<file path="src/pmc_consts.svh">
// Constants for the power mode controller
// Operation
// - Reset enters RUN with full master clock
// - Slow enable plus two-bit prescale field
// - Slow divides master clock by 2..16
// - Wait while slow gives slow-wait
// - Wait stops CPU, peripherals stay clocked
// - Wait entry forces priority bits to 10
// - Wait ends on interrupt or reset vector
// - Halt picks halt or active-halt by enable
// - Active-halt left only by reset or listed wake sources
// - Interrupt exit from active-halt has no delay
// - Reset exit from active-halt is delayed
// - Active-halt entry forces 10, pending wakes
// - Active-halt keeps only oscillator and time base
// - Externally clocked peripherals keep running
// - Active-halt suppresses the watchdog reset
// - Time base interrupt always wakes active-halt
// - Service pushes CC, loads level, pop restores
// - Halt stops oscillator, wake waits delay
// - Flash parts leave active-halt only by reset or time base
`ifndef PMC_CONSTS_SVH
`define PMC_CONSTS_SVH
`define PMC_CTRL_OFS 4'h0
`define PMC_STAT_OFS 4'h4
`define PMC_SLOW_BIT 0
`define PMC_PSC_LSB 1
`define PMC_OIE_BIT 3
`define PMC_LONG_BIT 4
`define PMC_STAB_SHORT 13'd256
`define PMC_STAB_LONG 13'd4096
`define PMC_PRIO_ALL 2'b10
`define PMC_PRIO_RST 2'b11
`define PMC_RESP_OK 2'b00
`define PMC_RESP_ERR 2'b10
`endif

</file>
<file path="src/pmc_pkg.sv">
// Types of the power mode controller
package pmc_pkg;
  typedef enum logic [2:0] {
    MODE_RUN,
    MODE_WAIT,
    MODE_AHALT,
    MODE_HALT,
    MODE_STAB
  } pmc_mode_t;

  typedef struct packed {
    logic cpu;
    logic periph;
    logic time_base;
    logic osc;
  } pmc_gate_t;

  typedef struct packed {
    logic       slow_clock_enable;
    logic [1:0] cpu_prescale_select;
    logic       oscillator_irq_enable;
    logic       long_delay;
  } pmc_ctrl_t;

  typedef struct packed {
    pmc_mode_t  mode;
    pmc_ctrl_t  ctrl;
    logic       slow_act;
    logic [1:0] psc_act;
    logic [3:0] div_cnt;
    logic [12:0] cnt;
    logic       stab_rst;
    logic       stab_guard;
    logic [1:0] prio;
    logic [1:0] prio_saved;
    logic [2:0] sync1;
    logic [2:0] sync2;
    pmc_gate_t  gate;
    logic       irq_resume;
    logic       rst_vector;
    logic       cc_push;
    logic       wdg_block;
    logic       awv;
    logic [3:0] awaddr;
    logic       wv;
    logic [4:0] wdata;
    logic       wstrb0;
    logic       bvalid;
    logic [1:0] bresp;
    logic       rvalid;
    logic [31:0] rdata;
    logic [1:0] rresp;
    logic       awready;
    logic       wready;
    logic       arready;
  } pmc_state_t;
endpackage

</file>
<file path="src/pmc_power_mode_controller.sv">
// Power mode controller with AXI4-Lite control registers
//
// Design decisions made here: the AXI4-Lite slave port and the placing of the registers.
`timescale 1ns/10ps
`include "pmc_consts.svh"
module pmc_power_mode_controller
  import pmc_pkg::*;
#(
  parameter bit FLASH_VARIANT = 1'b1
) (
  input  wire logic        clk_i,
  input  wire logic        reset_i,
  input  wire logic        wfi_instr_i,
  input  wire logic        halt_instr_i,
  input  wire logic        cc_pop_i,
  input  wire logic [1:0]  irq_level_i,
  input  wire logic        time_base_irq_i,
  input  wire logic        wake_irq_i,
  input  wire logic        other_irq_i,
  input  wire logic        reset_req_i,
  output logic             cpu_clk_en_o,
  output logic             periph_clk_en_o,
  output logic             time_base_clk_en_o,
  output logic             osc_on_o,
  output logic [1:0]       prio_o,
  output logic             irq_resume_o,
  output logic             rst_vector_o,
  output logic             cc_push_o,
  output logic             wdg_block_o,
  input  wire logic [31:0] s_axi_awaddr,
  input  wire logic        s_axi_awvalid,
  output logic             s_axi_awready,
  input  wire logic [31:0] s_axi_wdata,
  input  wire logic [3:0]  s_axi_wstrb,
  input  wire logic        s_axi_wvalid,
  output logic             s_axi_wready,
  output logic [1:0]       s_axi_bresp,
  output logic             s_axi_bvalid,
  input  wire logic        s_axi_bready,
  input  wire logic [31:0] s_axi_araddr,
  input  wire logic        s_axi_arvalid,
  output logic             s_axi_arready,
  output logic [31:0]      s_axi_rdata,
  output logic [1:0]       s_axi_rresp,
  output logic             s_axi_rvalid,
  input  wire logic        s_axi_rready
);

  // Whole block state and its next value
  pmc_state_t q;
  pmc_state_t d;

  // Helper nets derived from the state
  logic        wake_s;
  logic        other_s;
  logic        rstreq_s;
  logic        irq_any;
  logic        ahalt_wake;
  logic        tick;
  logic [3:0]  div_lim;
  logic [12:0] stab_len;
  logic        do_write;
  logic [31:0] rd_word;

  // Synchronised pin inputs, second stage only
  assign wake_s   = q.sync2[0];
  assign other_s  = q.sync2[1];
  assign rstreq_s = q.sync2[2];
  // Time base shares the clock and needs no synchroniser
  assign irq_any  = time_base_irq_i | wake_s | other_s;

  // Wake sources accepted in active-halt
  assign ahalt_wake = time_base_irq_i | (wake_s & ~FLASH_VARIANT);

  // Divider limit from the settings in force
  assign div_lim = q.slow_act ? 4'((5'd2 << q.psc_act) - 5'd1) : 4'h0;
  assign tick    = (q.div_cnt == div_lim);
  // Settle delay length chosen by software
  assign stab_len = q.ctrl.long_delay ? `PMC_STAB_LONG : `PMC_STAB_SHORT;

  // Register read mux
  always_comb begin
    rd_word = 32'h0;
    case (s_axi_araddr[3:0])
      `PMC_CTRL_OFS: rd_word = {27'h0, q.ctrl};
      `PMC_STAT_OFS: rd_word = {22'h0,
                                q.stab_guard, // Guard stall
                                q.stab_rst,   // Stall caused by reset
                                q.psc_act,    // Prescale in force
                                q.slow_act,   // Slow divider in force
                                q.prio,       // Priority bits
                                3'(q.mode)};  // Current mode
      default: rd_word = 32'h0;
    endcase
  end

  // Write executes once both halves are held and the last answer is gone
  assign do_write = q.awv & q.wv & ~q.bvalid;

  // Next state of the whole block
  always_comb begin
    d = q;
    // Two-stage synchronisers for the pins from other domains
    d.sync1 = {reset_req_i, other_irq_i, wake_irq_i};
    d.sync2 = q.sync1;
    // Pulses last one cycle unless set again below
    d.irq_resume = 1'b0;
    d.rst_vector = 1'b0;
    d.cc_push    = 1'b0;

    // Write address and data taken in either order
    if (s_axi_awvalid && !q.awv) begin
      d.awv    = 1'b1;
      d.awaddr = s_axi_awaddr[3:0];
    end
    if (s_axi_wvalid && !q.wv) begin
      d.wv     = 1'b1;
      d.wdata  = s_axi_wdata[4:0];
      d.wstrb0 = s_axi_wstrb[0];
    end
    if (do_write) begin
      d.awv    = 1'b0;
      d.wv     = 1'b0;
      d.bvalid = 1'b1;
      d.bresp  = `PMC_RESP_OK;
      case (q.awaddr)
        `PMC_CTRL_OFS: begin
          if (q.wstrb0) begin
            d.ctrl.slow_clock_enable     = q.wdata[`PMC_SLOW_BIT];
            d.ctrl.cpu_prescale_select   = q.wdata[`PMC_PSC_LSB +: 2];
            d.ctrl.oscillator_irq_enable = q.wdata[`PMC_OIE_BIT];
            d.ctrl.long_delay            = q.wdata[`PMC_LONG_BIT];
          end
        end
        `PMC_STAT_OFS: d.bresp = `PMC_RESP_OK; // Read-only, write ignored
        default: d.bresp = `PMC_RESP_ERR;
      endcase
    end
    if (q.bvalid && s_axi_bready) begin
      d.bvalid = 1'b0;
    end

    // Read channel
    if (s_axi_arvalid && !q.rvalid) begin
      d.rvalid = 1'b1;
      d.rdata  = rd_word;
      d.rresp  = ((s_axi_araddr[3:0] == `PMC_CTRL_OFS) ||
                  (s_axi_araddr[3:0] == `PMC_STAT_OFS)) ? `PMC_RESP_OK : `PMC_RESP_ERR;
    end
    if (q.rvalid && s_axi_rready) begin
      d.rvalid = 1'b0;
    end

    // Clock divider, settings latched only at a boundary
    if (tick) begin
      d.div_cnt  = 4'h0;
      d.slow_act = q.ctrl.slow_clock_enable;
      d.psc_act  = q.ctrl.cpu_prescale_select;
    end else begin
      d.div_cnt = 4'(q.div_cnt + 4'h1);
    end

    // Priority restore on pop
    if (cc_pop_i) begin
      d.prio = q.prio_saved;
    end

    // Mode sequencer
    case (q.mode)
      MODE_RUN: begin
        // Guard window left over from an active-halt wake
        if (q.cnt != 13'h0) begin
          d.cnt = 13'(q.cnt - 13'h1);
        end
        // Reset request is served at once, the oscillator never stopped
        if (rstreq_s) begin
          d.rst_vector = 1'b1;
          d.prio       = `PMC_PRIO_RST;
          d.cnt        = 13'h0;
        end else if (q.cnt != 13'h0 && !q.ctrl.oscillator_irq_enable) begin
          d.mode       = MODE_STAB;
          d.stab_guard = 1'b1;
          d.stab_rst   = 1'b0;
        end else if (halt_instr_i) begin
          d.prio = `PMC_PRIO_ALL;
          d.cnt  = 13'h0;
          if (q.ctrl.oscillator_irq_enable) begin
            d.mode = MODE_AHALT;
          end else begin
            d.mode = MODE_HALT;
          end
        end else if (wfi_instr_i) begin
          d.mode = MODE_WAIT;
          d.prio = `PMC_PRIO_ALL;
        end
      end
      MODE_WAIT: begin
        // Any interrupt ends wait; a reset request takes precedence
        if (rstreq_s) begin
          d.mode       = MODE_RUN;
          d.rst_vector = 1'b1;
          d.prio       = `PMC_PRIO_RST;
        end else if (irq_any) begin
          d.mode       = MODE_RUN;
          d.irq_resume = 1'b1;
          d.cc_push    = 1'b1;
          d.prio_saved = q.prio;
          d.prio       = irq_level_i;
        end
      end
      MODE_AHALT: begin
        // Only listed sources wake; a reset restarts through the delay
        if (rstreq_s) begin
          d.mode       = MODE_STAB;
          d.cnt        = stab_len;
          d.stab_rst   = 1'b1;
          d.stab_guard = 1'b0;
        end else if (ahalt_wake) begin
          d.mode       = MODE_RUN;
          d.irq_resume = 1'b1;
          d.cc_push    = 1'b1;
          d.prio_saved = q.prio;
          d.prio       = irq_level_i;
          d.cnt        = stab_len; // Guard window for the enable bit
        end
      end
      MODE_HALT: begin
        // Oscillator is off, so every exit waits for it to settle
        if (rstreq_s || wake_s) begin
          d.mode       = MODE_STAB;
          d.cnt        = stab_len;
          d.stab_rst   = rstreq_s;
          d.stab_guard = 1'b0;
        end
      end
      MODE_STAB: begin
        // Count the settle delay down, then hand control back
        if (q.cnt != 13'h0) begin
          d.cnt = 13'(q.cnt - 13'h1);
        end else begin
          d.mode       = MODE_RUN;
          d.stab_guard = 1'b0;
          d.stab_rst   = 1'b0;
          // A guard stall ends silently; its interrupt was served already
          if (q.stab_rst) begin
            d.rst_vector = 1'b1;
            d.prio       = `PMC_PRIO_RST;
          end else if (!q.stab_guard) begin
            d.irq_resume = 1'b1;
            d.cc_push    = 1'b1;
            d.prio_saved = q.prio;
            d.prio       = irq_level_i;
          end
        end
      end
      // Unknown codes fall back to run
      default: d.mode = MODE_RUN;
    endcase

    // Clock gates follow the mode being entered
    d.gate.cpu       = (d.mode == MODE_RUN) & tick;
    d.gate.periph    = ((d.mode == MODE_RUN) | (d.mode == MODE_WAIT)) & tick;
    d.gate.time_base = (d.mode == MODE_RUN) | (d.mode == MODE_WAIT) |
                       (d.mode == MODE_AHALT);
    d.gate.osc       = (d.mode != MODE_HALT);
    // Watchdog is held off only while active-halt lasts
    d.wdg_block      = (d.mode == MODE_AHALT);

    // Ready flags mirror the holding flops so the outputs leave a register
    d.awready = ~d.awv;
    d.wready  = ~d.wv;
    d.arready = ~d.rvalid;
  end

  // State register
  // Priority bits come up masked and all channels ready, as after any reset
  always_ff @(posedge clk_i) begin
    if (reset_i) begin
      q         <= '0;
      q.prio    <= `PMC_PRIO_RST;
      q.awready <= 1'b1;
      q.wready  <= 1'b1;
      q.arready <= 1'b1;
    end else begin
      q <= d;
    end
  end

  // Outputs straight from the state register
  assign cpu_clk_en_o       = q.gate.cpu;
  assign periph_clk_en_o    = q.gate.periph;
  assign time_base_clk_en_o = q.gate.time_base;
  assign osc_on_o           = q.gate.osc;
  assign prio_o             = q.prio;
  assign irq_resume_o       = q.irq_resume;
  assign rst_vector_o       = q.rst_vector;
  assign cc_push_o          = q.cc_push;
  assign wdg_block_o        = q.wdg_block;
  // Bus handshake outputs, each from its own flop
  assign s_axi_awready      = q.awready;
  assign s_axi_wready       = q.wready;
  assign s_axi_bvalid       = q.bvalid;
  assign s_axi_bresp        = q.bresp;
  assign s_axi_arready      = q.arready;
  assign s_axi_rvalid       = q.rvalid;
  assign s_axi_rdata        = q.rdata;
  assign s_axi_rresp        = q.rresp;

endmodule

</file>
<file path="config.mk">
export PLATFORM = sky130hd
export DESIGN_NAME = pmc_power_mode_controller
export DESIGN_NICKNAME = d
export VERILOG_FILES = /design/src/pmc_pkg.sv /design/src/pmc_power_mode_controller.sv
export VERILOG_INCLUDE_DIRS = /design/src
export SDC_FILE = /design/constraint.sdc
export NUM_CORES = 1
export LEC_CHECK = 0
export BUFFER_PORTS_ARGS = -buffer_cell sky130_fd_sc_hd__buf_2
export CORE_ASPECT_RATIO = 1.25
export CORE_MARGIN = 2
export CORE_UTILIZATION = 49
export CTS_BUF_LIST = sky130_fd_sc_hd__clkbuf_4 sky130_fd_sc_hd__clkbuf_8
export CTS_CLUSTER_SIZE = 30
export DETAILED_ROUTE_END_ITERATION = 6
export PLACE_DENSITY = 0.94
export REMOVE_ABC_BUFFERS = 1
export SYNTH_ARGS = -nofsm -noshare
export SYNTH_HDL_FRONTEND = slang
export SYNTH_SLANG_ARGS = --single-unit
</file>
<file path="constraint.sdc">
create_clock -name clk_i -period 2.61 [get_ports clk_i]
set_clock_uncertainty 0.15 [all_clocks]
set_input_delay 0.522 -clock clk_i [delete_from_list [all_inputs] [get_ports clk_i]]
set_output_delay 0.522 -clock clk_i [all_outputs]
set_load 0.005 [all_outputs]
</file>
==> results.md, run 1 <==
- Data arrival, critical path: 2.48 ns
- Worst flop-to-flop path endpoint: q[77]$_SDFFE_PP0P_
- Beginning of the worst register-to-register path: q[73]$_SDFFE_PP0P_
- Area of the multi-input gates: 1870 um^2
- Nets: 594
- Placeable core area: ~7400 um^2
- TritonCTS sink count: 76
- Post-Route WL: about 8200 um
- Final hold vios: 0
- Number of design rule violations left after detail routing: 1
- Placer's final routability congestion estimate: 0.905
- Largest fanout of any net on the critical path: 11
- Post-synth top flop: dfxtp_1
- Clock-pin slew on the worst setup and hold paths: 0.08 ns
- IO buf count: 56
- Number of rows created at floorplan: 35
- Reg2reg path depth: 9
- WP data required: 2.71 ns
- Share of the clock period used by the worst path after layout: 0.911
- Clock tree buffer depth: 2
- Setup repair after global routing missed its margin: no
- Number of distinct standard cells referenced by the synthesized netlist: 52
- Synth Cell Area: 3730 um^2
- Clock tree from TritonCTS: yes
- Clock latency on the worst-skew pair: 0.36 ns
- Total Negative Setup Slacks: 0 ns
- Min-Delay Path Depth: 2
- Sequential area share after synthesis: 0.408
- Vias per Instance: approximately 5.5
- Outcome: finished, violations left
- Number of antenna cells inserted: 0
- Effective utilization at floorplan: 0.506
- Worst setup slack for register-to-register paths: between 0.2 and 0.25 ns
- Yosys top cell by area: dfxtp_1
- Die outline height: 101 um
- Filler cell count: 628
- Average footprint of a synthesized cell: 8.51 um^2
- Worst slew pin tran: 0.688 ns
- Number of synthesized flops with an enable pin: 0
- Area share of the largest cell type after synthesis: 0.408
- Number of flip-flops and latches in the synthesized netlist: between 70 and 80
- P per Cell Area: ~950 nW/um^2
- Worst path max stage delay: 0.51 ns
- Cell type of the slowest stage on the worst timing path: or4b_4
- Endpoint, Worst Hold: d[62]$_SDFF_PP0_
- Area taken by flip-flops and latches: 1520 um^2
- Die area: 8320 um^2
- Cells traversed along the worst timing path: inv_1, ha_1, or4b_4, nor4_4, buf_4, nor2_1, o21bai_1, buf_4, nor2_1
- CTS Hold Buffers Added: 0
- Kind of path behind the tightest hold check: in -> reg
- DPL Wire Length: 5920 um
- Post-place instance area: between 3000 and 4000 um^2
- Die span in x: 82.0 um
- DR iter-0 viols: 503
- Critical path capture point type: flop
- Most common cell in the netlist: dfxtp_1
- Routed vias: 3172
- Total gr overflow: 0
- Wire length of the first global-routing pass: 13500 um
- Period minus WS final: 2.38 ns
- Setup Buffers After CTS: 0
- Area of all placed cells without fillers: 4170 um^2
- Root cell of the clock tree: clkbuf_8
- Layout overhead on the synthesized area: 11.8%
- Share of final-layout standard cells stronger than drive strength 1: 0.185
- Timing-limited maximum frequency: 421 MHz
- Total Routing Usage GR: 0.209
- Maximum vdd ir drop: 0.428 mV
- Top cells by count, synth: 76 x dfxtp_1, 62 x nor2_1, 39 x buf_4
- Top post-synthesis cells by area: dfxtp_1 41%, buf_4 7.9%, mux2i_1 7.3%
- Headroom to the max-slew limit: 0.541
- Final Slew Violations: 0
- Cells after Synth: ~440
- Max capacitance violation total: 0
- Category of the critical setup timing path: reg -> reg
- Htree depth: 3
- Cts bufs inserted: 9
- Count of endpoints failing setup in the final report: 0
- Antenna violations before repair: 0
- Final ANT Viol Nets: 0
- Post-synthesis async set-or-reset flop share: 0
- Vias in the first global route: roughly 2900
- Violations in the final reports: DRC
- Element type at the critical path start: flop
- Boundary pin count: 167
- Yosys synthesis warning count: 0
- Drt wl/cell: 14.4 um
- Drt pass-1 iters: 7
- Worst Min Path Start: other_irq_i
- Leakage power total: 1.83 nW
- Pin count of the biggest net entering global routing: between 60 and 70
repair_timing:
action,in CTS,in global routing
setup endpoints to repair,0,1
resized for setup,0,1
endpoints found under the hold margin,0,0
critical path: cells and delay by family, from the launching register on:
kind                     cells  cell delay (ns)
AO/OA/AOI/OAI                1             0.14
adder cells (fa/ha/maj)      1             0.19
buffers and inverters        3             0.47
flip-flops                   1             0.34
AND/OR/NAND/NOR              4             0.98
worst max path at each step:
stage                                          to  depth (start not counted)          startpoint
after floorplan                q[84]$_SDFFE_PP0P_                          5    q[99]$_SDFF_PP0_
after global placement    cpu_clk_en_o$_SDFF_PP0_                          7  q[73]$_SDFFE_PP0P_
after detailed placement       q[77]$_SDFFE_PP0P_                          9  q[73]$_SDFFE_PP0P_
after CTS                      q[77]$_SDFFE_PP0P_                          9  q[73]$_SDFFE_PP0P_
after global routing           q[74]$_SDFFE_PP0P_                          9  q[74]$_SDFFE_PP0P_
final                          q[77]$_SDFFE_PP0P_                          9  q[73]$_SDFFE_PP0P_
where the power goes:
group          total [mW]  internal, mW  switching [mW]  leakage, nW
clock network        1.13         0.690           0.435        0.130
registers            1.48          1.32           0.154        0.622
logic                1.34         0.572           0.766         1.08
area by class of cell:
cell class	count	share of cell area
Tap cell	92	0.0276
Clock buffer	11	0.0363
Clock inverter	5	0.0258
Timing Repair Buffer	65	0.0865
Sequential cell	76	0.365
Multi-Input combinational cell	312	0.448
Inverter	12	0.0108
layout by cell type, fill, tap and decap left out, types with 4 or more instances in the layout:
cell type and count:
dfxtp_1 76, nor2_1 62, buf_2 56, mux2i_1 27, conb_1 24, nor3_1 21
a21oi_1 21, nand2_1 19, o21ai_0 14, nand2b_1 13, nor2b_1 13, nand3_1 13
inv_1 12, clkbuf_8 11, xor2_1 10, buf_4 8, nand4_1 6, a31oi_1 6
nand3b_1 5, or3_1 4, a211oi_1 4, nor3b_1 4
sequential cells by signal, summed over array words and instances (netlist names), 2 cells and up:
| signal | cells |
|---|---|
| prio_o | 2 |
| d | 3 |
| s_axi_rdata | 10 |
| q | 46 |
logic make-up after synthesis:
family / Yosys count / share of synthesized area
AO/OA/AOI/OAI: 66 / 0.114
XOR/XNOR: 13 / 0.0306
adder cells (fa/ha/maj): 2 / 0.00671
buffers and inverters: 73 / 0.116
flip-flops: 76 / 0.408
multiplexers: 27 / 0.0725
other: 1 / 0.00101
AND/OR/NAND/NOR: 180 / 0.252
per-stage QoR:
stage	util	cells	total power, mW	hold WS (ns)	setup slack (ns)
6_report	0.566	573	3.94	0.233	0.233
3_5_place_dp	0.530	557	2.78	0.292	0.246
5_1_grt	0.566	573	4.16	0.236	0.100
2_1_floorplan	-	400	2.37	0.264	0.227
3_3_place_gp	0.530	557	2.72	0.274	0.234
4_1_cts	0.565	573	3.92	0.228	0.224
routing by layer:
metal	up-vias	global-route usage	share of wire	routed length, um
li1	1525	-	-	-
met1	1466	0.243	0.39	3230
met2	154	0.359	0.52	4250
met3	27	0.0553	0.067	549
met4	0	0.0859	0.026	212
met5	-	0	0	0
No activity file was read; power rests on OpenSTA's default activity.
==> run 2, diff against run 1 <==
--- a/config.mk
+++ b/config.mk
@@ -13,7 +13,7 @@
 export CTS_BUF_LIST = sky130_fd_sc_hd__clkbuf_4 sky130_fd_sc_hd__clkbuf_8
 export CTS_CLUSTER_SIZE = 30
 export DETAILED_ROUTE_END_ITERATION = 6
-export PLACE_DENSITY = 0.94
+export PLACE_DENSITY = 0.83
 export REMOVE_ABC_BUFFERS = 1
 export SYNTH_ARGS = -nofsm -noshare
 export SYNTH_HDL_FRONTEND = slang
==> results.md, run 2 (synthesized netlist as in run 1, its figures left out) <==
- Outcome: finished clean
- Clock tree buffer depth: 2
- Worst setup slack for register-to-register paths: 0.17 ns
- Cell type of the slowest stage on the worst timing path: or4b_4
- Cts bufs inserted: 9
- Placer's final routability congestion estimate: 0.921
- IO buf count: between 50 and 60
- Non-filler instance count after layout: 573
- Largest register FFs: 46
- Data arrival, critical path: 2.52 ns
- Filler cell count: 671
- Crit path launch: q[73]$_SDFFE_PP0P_
- Most frequent standard cell in the layout excluding fill and tap cells: dfxtp_1
- Number of rows created at floorplan: 35
- Drt wl/cell: 13.6 um
- Effective utilization at floorplan: 0.506
- Endpoint, Worst Hold: d[62]$_SDFF_PP0_
- Clock tree from TritonCTS: yes
- TritonCTS sink count: 76
- Reg2reg path depth: 7
- Pre-CTS setup slack: between 0.2 and 0.25 ns
- P per Cell Area: 935 nW/um^2
- Count of endpoints failing setup in the final report: 0
- Setup Buffers After CTS: 0
- Root cell of the clock tree: clkbuf_8
- Period minus WS final: 2.44 ns
- Worst slew pin tran: 0.707 ns
- Vias in the first global route: just under 3000
- Max capacitance violation total: 0
- Die outline height: 101 um
- Most frequent cells in the layout: 76 x dfxtp_1, 62 x nor2_1, 56 x buf_2, 27 x mux2i_1, 24 x conb_1
- Largest fanout of any net on the critical path: 4
- Post-Route WL: 7800 um
- Total gr overflow: 0
- Min-Delay Path Depth: 2
- Worst path max stage delay: 0.51 ns
- Number of antenna cells inserted: 0
- Drt pass-1 iters: 5
- Final core utilization: 0.562
- Setup repair after global routing missed its margin: no
- CTS Hold Buffers Added: 0
- Share of final-layout standard cells stronger than drive strength 1: 0.183
- Category of the critical setup timing path: reg -> reg
- Worst Min Path Start: other_irq_i
- Final ANT Viol Nets: 0
- Pin count of the biggest net entering global routing: 61
- Die span in x: approximately 82 um
- Element type at the critical path start: flop
- Die area: 8320 um^2
- Leakage power total: 1.82 nW
- Total placed cells including tap cells: 557
- Wire length of the first global-routing pass: 13100 um
- Clock latency on the worst-skew pair: 0.35 ns
- Placeable core area: around 7400 um^2
- Htree depth: 3
- Clock-pin slew on the worst setup and hold paths: 0.08 ns
- Cells traversed along the worst timing path: inv_1, ha_1, or4b_4, nor4_4, nor2_2, or2_1, nor4bb_1
- Final hold vios: 0
- Nets: slightly below 600
- Power Total: 3.87 mW
- Setup WS post-layout: between 0.15 and 0.2 ns
- DR iter-0 viols: 268
- WP data required: 2.69 ns
- Share of the clock period used by the worst path after layout: 0.934
- Total Negative Setup Slacks: 0 ns
- Maximum vdd ir drop: about 0.57 mV
- Final Slew Violations: 0
- Total Routing Usage GR: 0.201
- Resize count post-CTS: 0
- Register name with the most flops: q
- Critical path capture point type: flop
- Headroom to the max-slew limit: 0.528
- Timing-limited maximum frequency: 410 MHz
- Boundary pin count: 167
- Beginning of the worst register-to-register path: q[73]$_SDFFE_PP0P_
- Number of design rule violations left after detail routing: 0
- DPL Wire Length: 5790 um
- Routed vias: 3110
- Worst flop-to-flop path endpoint: cpu_clk_en_o$_SDFF_PP0_
- Kind of path behind the tightest hold check: in -> reg
- Layout overhead on the synthesized area: 11.0%
- Vias per Instance: 5.43
- Antenna violations before repair: 0
## run 2: area by class of cell
| class | instances | area [um^2] | area share |
|---|---|---|---|
| clock buffer | 10 | 138 | 0.0333 |
| clock inverter | 6 | 111 | 0.0269 |
| inverter | 12 | 45.0 | 0.0109 |
| multi-input combinational | 312 | 1860 | 0.449 |
| sequential | 76 | 1520 | 0.368 |
| tap | 92 | 115 | 0.0278 |
| timing repair buffer | 65 | 348 | 0.0841 |
## run 2: metrics by stage
step	hold WS (ns)	area (um^2)
6_report	0.248	4140
5_1_grt	0.247	4140
4_1_cts	0.240	4140
3_5_place_dp	0.275	3890
3_3_place_gp	0.277	3890
2_1_floorplan	0.264	3430
## run 2: routing by layer
metal,wire length (um),track usage,vias to the layer above
li1,-,-,1521
met2,3930,0.339,134
met5,0,0,-
met3,485,0.0348,17
met1,3170,0.245,1438
met4,212,0.0949,0
## run 2: how the worst max path moves through the flow
stage / slack [ns] / end
6_report: 0.17 / cpu_clk_en_o$_SDFF_PP0_
5_1_grt: 0.05 / cpu_clk_en_o$_SDFF_PP0_
4_1_cts: 0.17 / cpu_clk_en_o$_SDFF_PP0_
3_5_place_dp: 0.20 / cpu_clk_en_o$_SDFF_PP0_
3_3_place_gp: 0.18 / cpu_clk_en_o$_SDFF_PP0_
2_1_floorplan: 0.23 / q[84]$_SDFFE_PP0P_
## run 2: critical path: cells and delay by family (launching register included)
family / cells / cell delay [ns]
adders and majority gates: 1 / 0.19
and+or+nand+nor: 5 / 1.58
DFF: 1 / 0.34
buffers and inverters: 1 / 0.06
## run 2: report_power, final
part           internal (mW)  switching [mW]  leakage, nW
registers               1.32           0.161        0.622
logic                  0.565           0.719         1.07
clock network          0.661           0.438        0.122
